### config.mk
export PLATFORM = sky130hd
export DESIGN_NAME = cdmcb_bank
export DESIGN_NICKNAME = d
export VERILOG_FILES = /design/src/design/cdmcb_bank.v
export VERILOG_INCLUDE_DIRS = /design/src /design/src/design
export SDC_FILE = /design/constraint.sdc
export NUM_CORES = 1
export LEC_CHECK = 0
export ABC_AREA = 1
export BUFFER_PORTS_ARGS = -buffer_cell sky130_fd_sc_hd__buf_4
export CAP_MARGIN = 5
export CORE_MARGIN = 3
export CORE_UTILIZATION = 43
export CTS_CLUSTER_DIAMETER = 50
export DETAILED_ROUTE_END_ITERATION = 8
export PLACE_DENSITY = 0.75
export SLEW_MARGIN = 15
export SYNTH_ARGS = -nofsm -noshare
export SYNTH_HDL_FRONTEND = slang
export SYNTH_SLANG_ARGS = --single-unit
export TNS_END_PERCENT = 50
### constraint.sdc
create_clock -name clock -period 1.59 [get_ports clock]
set_input_delay 0.159 -clock clock [delete_from_list [all_inputs] [get_ports clock]]
set_output_delay 0.159 -clock clock [all_outputs]
set_load 0.005 [all_outputs]
### src/design/cdmcb_regs.vh
// Purpose: constants of the dsp misc control bank
// Assumes: 9-bit registers, 7-bit register index
// Notes:   none
//
// How it works
// target_table_select picks the -1.5 to -22.5 dB table at 0 and the -6.0 to -28.5 dB table at 1.
// the level threshold uses the rectified peak value at 0 and the peak-to-peak value at 1.
// the noise gate threshold uses the rectified peak value at 0 and the peak-to-peak value at 1.
// reading the gain readback fields returns the gain the left and right amplifiers apply right now.
// the fast peak limiter runs while its control bit is 0, the reset state, and stops at 1.
// force_four_wire_serial at 1 puts the control port in 4-wire mode whatever the mode pin says.
// a short frame is a frame under 255 (codes 00, 11), 253 (01) or 254 (10) master clock edges.
// with short_frame_flush at 1 a short frame resets the processing state, at 0 it is ignored.
// short frame detection runs while its bit is 0 and is off at 1.
// a newly enabled notch filter output is used after 512 samples at 0, at once at 1.
// in soft mute the limiter output is forced to exact zero when exact_zero_mute is 1.
// an unlocked pll output is blocked at 0 and passed unchanged at 1.
// the dac oversamples 256x when the override is 1, else follows dac control bit 3.
// manual_tieoff_enable at 1 lets the manual switch bits override automatic tie-off switching.
// all registers of the bank reset to 0x000.
// with manual tie-off on, a manual bit at 0 opens its switch and at 1 closes it.
// writes to gain readback fields do nothing and reserved bits read zero.
`ifndef CDMCB_REGS_VH
`define CDMCB_REGS_VH
`define CDMCB_ADDR_ENH1        7'h46
`define CDMCB_ADDR_ENH2        7'h47
`define CDMCB_ADDR_MISC        7'h49
`define CDMCB_ADDR_TIEOFF      7'h4a
`define CDMCB_RESET_VAL        9'h000
`define CDMCB_BIT_TABLE        8
`define CDMCB_BIT_LVL_SRC      7
`define CDMCB_BIT_GATE_SRC     6
`define CDMCB_BIT_LIM_DIS      8
`define CDMCB_BIT_FORCE4W      8
`define CDMCB_THR_HI           7
`define CDMCB_THR_LO           6
`define CDMCB_BIT_FLUSH        5
`define CDMCB_BIT_DET_OFF      4
`define CDMCB_BIT_NOTCH_DLY    3
`define CDMCB_BIT_ZERO_MUTE    2
`define CDMCB_BIT_PLL_PASS     1
`define CDMCB_BIT_OSR_OVR      0
`define CDMCB_BIT_MAN_EN       8
`define CDMCB_THR_255          9'd255
`define CDMCB_THR_253          9'd253
`define CDMCB_THR_254          9'd254
`define CDMCB_NOTCH_SAMPLES    10'd512
`endif

### src/design/cdmcb_bank.v
// Purpose: level control enhancement and misc control registers with their effects
// Assumes: register port driven by the serial control interface on the master clock
// Notes:   read data lands one cycle after the read strobe
`include "cdmcb_regs.vh"
`default_nettype none
module cdmcb_bank #(
  parameter GAIN_W = 6,
  parameter PEAK_W = 16,
  parameter AUD_W  = 24
) (
  input  wire              clock,
  input  wire              rst,
  input  wire [6:0]        reg_addr,
  input  wire [8:0]        reg_wdata,
  input  wire              reg_wr,
  input  wire              reg_rd,
  output reg  [8:0]        reg_rdata,
  input  wire [GAIN_W-1:0] left_gain,
  input  wire [GAIN_W-1:0] right_gain,
  input  wire [PEAK_W-1:0] peak_rect,
  input  wire [PEAK_W-1:0] peak_p2p,
  output reg  [PEAK_W-1:0] level_detect_value,
  output reg  [PEAK_W-1:0] gate_detect_value,
  output reg               target_table_select,
  output reg               fast_limiter_active,
  input  wire              mode_pin,
  output reg               four_wire_mode,
  input  wire              frame_sync_pin,
  output reg               short_frame_event,
  output reg               dsp_state_flush,
  input  wire              notch_enable,
  input  wire              sample_tick,
  output reg               notch_output_use,
  input  wire              soft_mute_active,
  input  wire [AUD_W-1:0]  dac_limiter_in,
  output reg  [AUD_W-1:0]  dac_limiter_out,
  input  wire              pll_locked,
  output reg               pll_clock_pass,
  input  wire              dac_ctl_osr_bit,
  output reg               dac_osr_256,
  input  wire [7:0]        auto_tieoff_switch,
  input  wire [7:0]        manual_switch_bits,
  output reg  [7:0]        tieoff_switch_closed
);

  reg  [8:0]  enh1_q;
  reg  [8:0]  enh2_q;
  reg  [8:0]  misc_q;
  reg  [8:0]  tie_q;
  reg  [2:0]  mode_sync_q;
  reg         mode_state_q;
  reg  [2:0]  fs_sync_q;
  reg         fs_state_q;
  reg  [8:0]  frame_cnt_q;
  reg         frame_seen_q;
  reg  [9:0]  notch_cnt_q;
  reg         notch_en_q;
  reg  [8:0]  rdata_d;
  reg  [8:0]  thr_d;
  wire        fs_rise;
  wire        mode_agree;
  wire        fs_agree;
  reg  [5:0]  left_ext;
  reg  [7:0]  right_ext;

  // register writes, gain fields and reserved bits not stored
  always @(posedge clock) begin
    if (rst) begin
      // bank resets
      enh1_q <= `CDMCB_RESET_VAL;
      enh2_q <= `CDMCB_RESET_VAL;
      misc_q <= `CDMCB_RESET_VAL;
      tie_q  <= `CDMCB_RESET_VAL;
    end else if (reg_wr) begin
      // gain writes dropped
      case (reg_addr)
        `CDMCB_ADDR_ENH1:   enh1_q <= {reg_wdata[8:6], 6'h00};
        `CDMCB_ADDR_ENH2:   enh2_q <= {reg_wdata[8], 8'h00};
        `CDMCB_ADDR_MISC:   misc_q <= reg_wdata;
        `CDMCB_ADDR_TIEOFF: tie_q  <= {reg_wdata[8], 8'h00};
        default: ;
      endcase
    end
  end

  // gain values widened to their field slots
  always @* begin
    left_ext              = 6'h00;
    right_ext             = 8'h00;
    left_ext[GAIN_W-1:0]  = left_gain;
    right_ext[GAIN_W-1:0] = right_gain;
  end

  // read mux
  always @* begin
    rdata_d = 9'h000;
    case (reg_addr)
      // live gain readback
      `CDMCB_ADDR_ENH1:   rdata_d = {enh1_q[8:6], left_ext};
      `CDMCB_ADDR_ENH2:   rdata_d = {enh2_q[8], right_ext};
      `CDMCB_ADDR_MISC:   rdata_d = misc_q;
      `CDMCB_ADDR_TIEOFF: rdata_d = tie_q;
      default:            rdata_d = 9'h000;
    endcase
  end

  always @(posedge clock) begin
    if (rst)
      reg_rdata <= 9'h000;
    else if (reg_rd)
      reg_rdata <= rdata_d;
  end

  // short frame threshold decode
  always @* begin
    // threshold codes
    case (misc_q[`CDMCB_THR_HI:`CDMCB_THR_LO])
      2'b01:   thr_d = `CDMCB_THR_253;
      2'b10:   thr_d = `CDMCB_THR_254;
      default: thr_d = `CDMCB_THR_255;
    endcase
  end

  // pin synchronisers
  always @(posedge clock) begin
    if (rst) begin
      mode_sync_q  <= 3'b000;
      mode_state_q <= 1'b0;
      fs_sync_q    <= 3'b000;
      fs_state_q   <= 1'b0;
    end else begin
      mode_sync_q <= {mode_sync_q[1:0], mode_pin};
      fs_sync_q   <= {fs_sync_q[1:0], frame_sync_pin};
      if (mode_agree)
        mode_state_q <= mode_sync_q[2];
      if (fs_agree)
        fs_state_q <= fs_sync_q[2];
    end
  end

  assign mode_agree = (mode_sync_q[1] == mode_sync_q[2]);
  assign fs_agree   = (fs_sync_q[1] == fs_sync_q[2]);
  assign fs_rise    = fs_agree & fs_sync_q[2] & ~fs_state_q;

  // frame length counter and short frame event
  always @(posedge clock) begin
    if (rst) begin
      frame_cnt_q       <= 9'h000;
      frame_seen_q      <= 1'b0;
      short_frame_event <= 1'b0;
      dsp_state_flush   <= 1'b0;
    end else begin
      short_frame_event <= 1'b0;
      dsp_state_flush   <= 1'b0;
      if (fs_rise) begin
        frame_cnt_q  <= 9'h001;
        frame_seen_q <= 1'b1;
        // detection off at 1
        if (frame_seen_q && !misc_q[`CDMCB_BIT_DET_OFF] && frame_cnt_q < thr_d) begin
          short_frame_event <= 1'b1;
          // flush when enabled
          dsp_state_flush   <= misc_q[`CDMCB_BIT_FLUSH];
        end
      end else if (frame_cnt_q != 9'h1ff) begin
        frame_cnt_q <= frame_cnt_q + 9'h001;
      end
    end
  end

  // notch settle counter
  always @(posedge clock) begin
    if (rst) begin
      notch_cnt_q      <= 10'h000;
      notch_en_q       <= 1'b0;
      notch_output_use <= 1'b0;
    end else begin
      notch_en_q <= notch_enable;
      if (!notch_enable || !notch_en_q)
        notch_cnt_q <= 10'h000;
      else if (sample_tick && notch_cnt_q != `CDMCB_NOTCH_SAMPLES)
        notch_cnt_q <= notch_cnt_q + 10'h001;
      // delayed or immediate use
      notch_output_use <= notch_enable & notch_en_q &
                          (misc_q[`CDMCB_BIT_NOTCH_DLY] | (notch_cnt_q == `CDMCB_NOTCH_SAMPLES));
    end
  end

  // datapath and control outputs
  always @(posedge clock) begin
    if (rst) begin
      level_detect_value   <= {PEAK_W{1'b0}};
      gate_detect_value    <= {PEAK_W{1'b0}};
      target_table_select  <= 1'b0;
      fast_limiter_active  <= 1'b1;
      four_wire_mode       <= 1'b0;
      dac_limiter_out      <= {AUD_W{1'b0}};
      pll_clock_pass       <= 1'b0;
      dac_osr_256          <= 1'b0;
      tieoff_switch_closed <= 8'h00;
    end else begin
      // target table
      target_table_select <= enh1_q[`CDMCB_BIT_TABLE];
      // level threshold source
      level_detect_value  <= enh1_q[`CDMCB_BIT_LVL_SRC] ? peak_p2p : peak_rect;
      // gate threshold source
      gate_detect_value   <= enh1_q[`CDMCB_BIT_GATE_SRC] ? peak_p2p : peak_rect;
      // limiter active low
      fast_limiter_active <= ~enh2_q[`CDMCB_BIT_LIM_DIS];
      // forced 4-wire mode
      four_wire_mode      <= misc_q[`CDMCB_BIT_FORCE4W] | mode_state_q;
      // exact zero mute
      dac_limiter_out     <= (soft_mute_active & misc_q[`CDMCB_BIT_ZERO_MUTE]) ? {AUD_W{1'b0}} : dac_limiter_in;
      // unlocked pll gate
      pll_clock_pass      <= pll_locked | misc_q[`CDMCB_BIT_PLL_PASS];
      // oversampling override
      dac_osr_256         <= misc_q[`CDMCB_BIT_OSR_OVR] | dac_ctl_osr_bit;
      // manual tie-off override
      tieoff_switch_closed <= tie_q[`CDMCB_BIT_MAN_EN] ? manual_switch_bits : auto_tieoff_switch;
    end
  end

endmodule
`default_nettype wire

==> metrics.md <==
| Metric | Value |
|---|---|
| R2R depth | `10` |
| CP most frequent cell | `nor2_4` |
| Routed length per instance | `14.9 µm` |
| Violated checks | `negative setup slack` |
| Hold Path Class | `input pin to flip-flop` |
| Status | `finished, violations left` |
| Worst R2R Setup Slack | `-40 ps` |
| Critical Path Source | `frame_cnt_q[1]$_SDFFE_PP0P_` |
| Sw Pwr | `1.81 mW` |
| Final worst-path cycle share | `102%` |
| Die W | `110 µm` |
| Port bufs | `191` |
| Power share of the clock group | `48.5%` |
| Crit-path cells | `ha_4 -> nand4_1 -> nor3_2 -> ha_2 -> nor2_4 -> nand3_2 -> nor2_4 -> inv_2 -> or2_0 -> a21oi_1` |
| Setup ws final | `-36.8 ps` |
| GRT Util Overall | `25.9%` |
| Slew Viols, Final | `0` |
| Post-synth net total | `726` |
| Critical Path RT | `2030 ps` |
| Fraction of layout cells with a size suffix above 1 | `29.6%` |
| Comb power frac | `11.0%` |
| Die H | `110 µm` |
| Worst path max stage delay | `330 ps` |
| Placed Cells | `936` |
| P_leak | `about 3.9 nW` |
| Sw frac | `22.5%` |
| H-tree depth | `4` |
| Nature of the critical path endpoint | `flip-flop` |
| Ranking of synthesized cells by area | `dfxtp_1 53%, nor2_1 12%, o21ai_0 6.8%` |
| Synth Flop Type | `dfxtp_1` |
| Most common cell in the synthesized netlist | `nor2_1` |
| Worst-path clk slew | `~60 ps` |
| Global route overflow | `0` |
| Vias in the first global route | `5199` |
| Crit-path slowest cell | `dfxtp_2` |
| Worst-skew pair later-pin latency | `510 ps` |
| Post-synth top cells | `152 x nor2_1, 124 x dfxtp_1, 73 x nand2_1, 64 x o21ai_0, 62 x inv_1` |
| Final Hold Viols | `0` |
| Final setup vio count | `1` |
| Fin Hold WS | `between 20 and 30 ps` |
| Nets | `1051` |
| Max frequency | `0.615 GHz` |
| Post-Layout Cell Count | `approximately 1100` |
| Area growth from synthesis to layout | `74.9%` |
| Critical path peak fanout | `3` |
| Synthesized cell area | `4680 µm²` |
| First-pass GRT wire length | `roughly 24000 µm` |
| CTS Root Cell | `clkbuf_8` |
| Sequential-to-total area share from yosys stat | `53.0%` |
| Cells after synthesis | `609` |
| R2R Path Start | `frame_cnt_q[1]$_SDFFE_PP0P_` |
| DRT iter0 DRCs | `387` |
| Mapped Avg Cell Area | `7.69 µm²` |
| Sequential share of power | `40.5%` |
| Worst Clk Skew | `6.17 ps` |
| Ports | `roughly 190` |
| Clock buffer depth | `2` |
| Core area | `10500 µm²` |
| RePlAce Congestion | `0.832` |
| Final min period | `1630 ps` |
| Clock sink count | `124` |
| Ys async rst share | `0%` |
| CTS tree | `built` |
| Reg2reg end | `frame_cnt_q[5]$_SDFFE_PP0P_` |
| Unique masters post-synth | `32` |
| Via/cell ratio | `roughly 4.9` |
| Pwr/cell area | `984 nW/µm²` |
| Worst Setup Path Type | `flip-flop to flip-flop` |
| Number of core rows | `37` |
| EDFF count, synth | `0` |
| MaxCap Viol Count | `0` |
| Area share of the largest cell type after synthesis | `53.0%` |
| RSZ-0062 raised after global routing | `true` |
| Synth warnings | `0` |
| Final WL | `16100 µm` |
| Vias | `between 5000 and 6000` |
| Peak VDD IR | `0.838 mV` |
| Synth area leader | `dfxtp_1` |
| Initial core utilization | `approximately 45%` |
| Slew headroom | `75.4%` |
| CP startpoint kind | `flip-flop` |
| Worst Setup EP | `frame_cnt_q[5]$_SDFFE_PP0P_` |
| Num CTS Buffers | `17` |
| Drt drc | `0` |
| Post-DP HPWL | `approximately 9600 µm` |
| Die area | `12200 µm²` |
| DR pass1 iterations | `6` |
| #FFs+latches synth | `124` |
| Total power | `8.05 mW` |
| P_int | `~6.2 mW` |
| N_diodes | `0` |
| Worst-Margin Slew | `369 ps` |
| Worst EP arrival | `2060 ps` |
| DRT antenna net count | `0` |
| Initial antenna violation count | `0` |
| Largest net degree at the start of global routing | `55` |
flip-flops by register name, indices dropped and copies added (netlist names), 8 cells and up:
| name | flops |
|---|---|
| dac_limiter_out | 24 |
| gate_detect_value | 16 |
| level_detect_value | 16 |
| notch_cnt_q | 10 |
| frame_cnt_q | 9 |
| misc_q | 9 |
| reg_rdata | 9 |
| tieoff_switch_closed | 8 |
stage by stage:
stage | TNS (ps) | area, µm² | util [%] | setup slack (ps)
after CTS | -28.6 | 8100 | 77.4 | -24.9
after global routing | -777 | 8190 | 78.3 | -139
final | -36.8 | 8190 | 78.3 | -36.8
after detailed placement | -131 | 6370 | 60.8 | -81.5
after floorplan | 0 | 4700 | - | 7.48
after global placement | -3.64 | 6370 | 60.8 | -3.64
worst max-delay path: cells and delay by family, from the launching register on:
| kind | cells | cell delay, ps |
|---|---|---|
| adders and majority gates | 2 | 350 |
| and+or+nand+nor | 6 | 700 |
| DFF | 1 | 330 |
| buffers and inverters | 1 | 50 |
| AOI/OAI and AO/OA | 1 | 110 |
routing by layer:
metal | track usage [%] | wire length (µm) | up-vias
li1 | - | - | 2573
met1 | 27.9 | 6070 | 2477
met2 | 46.4 | 8390 | 243
met3 | 7.28 | 1220 | 41
met4 | 12.4 | 450 | 0
met5 | 0 | 0 | -
cells in the final DEF (no fill, tap or decap), types with 2 or more instances in the layout:
| cell type | count |
|---|---|
| ha_1 | 4 |
| buf_4 | 211 |
| nor2_2 | 5 |
| nand2_4 | 2 |
| nand3_1 | 29 |
| inv_4 | 2 |
| a21oi_1 | 37 |
| inv_1 | 59 |
| nand3_2 | 3 |
| dfxtp_2 | 2 |
| clkbuf_8 | 3 |
| clkinv_4 | 4 |
| bufinv_16 | 3 |
| nor3b_2 | 2 |
| inv_2 | 5 |
| nor2_1 | 147 |
| nand2_1 | 71 |
| dlygate4sd3_1 | 113 |
| clkinv_1 | 4 |
| nand2_2 | 2 |
| nand4_1 | 4 |
| clkinv_2 | 2 |
| xor2_1 | 7 |
| o21ai_1 | 4 |
| dfxtp_1 | 122 |
| nor2_4 | 5 |
| nor3_2 | 3 |
| clkbuf_16 | 16 |
| o21ai_0 | 60 |
| clkinvlp_4 | 3 |
how the worst min path moves through the flow:
stage,from,end,slack (ps),cells after the start
2_1_floorplan,rst,enh2_q[8]$_SDFFE_PP0P_,230,1
3_3_place_gp,pll_locked,pll_clock_pass$_SDFF_PP0_,370,3
3_5_place_dp,mode_pin,mode_sync_q[0]$_SDFF_PP0_,370,3
4_1_cts,right_gain[1],reg_rdata[1]$_SDFFE_PP0P_,10,5
5_1_grt,reg_addr[5],tie_q[8]$_SDFFE_PP0P_,40,4
6_report,right_gain[0],reg_rdata[0]$_SDFFE_PP0P_,30,5
logic make-up (layout without fill, tap and decap cells):
group                      after synthesis  in the layout  synth area share, %
AOI/OAI and AO/OA                      106            106                 11.7
xor gates and xnor gates                 7              7                 1.31
adders and majority gates                6              6                 1.60
buffers and inverters                   90            428                 7.72
DFF                                    124            124                 53.0
and+or+nand+nor                        276            276                 24.7
layout make-up:
class	count	area [µm²]
repair buffers	326	2750
flip-flops and latches	124	2480
fillers	655	2270
multi-input cells	395	1910
clock buffers	19	442
inverters	70	268
well taps	136	170
clock inverters	13	166
power groups by stage:
| stage | clock network [mW] | logic [mW] | registers (mW) |
|---|---|---|---|
| floorplan | 0 | 0.175 | 3.33 |
| detailed placement | 0 | 0.618 | 3.32 |
| finish | 3.90 | 0.887 | 3.26 |
| global placement | 0 | 0.604 | 3.32 |
| CTS | 3.93 | 0.841 | 3.26 |
| global route | 4.08 | 0.958 | 3.27 |
repair_timing:
item	in CTS	in global routing
buffers inserted	0	2
hold buffers	112	1
pin swaps	1	8
gates resized for setup	2	24
setup endpoints to repair	3	20
hold endpoints to repair	94	3
No activity file was read; power rests on OpenSTA's default activity.
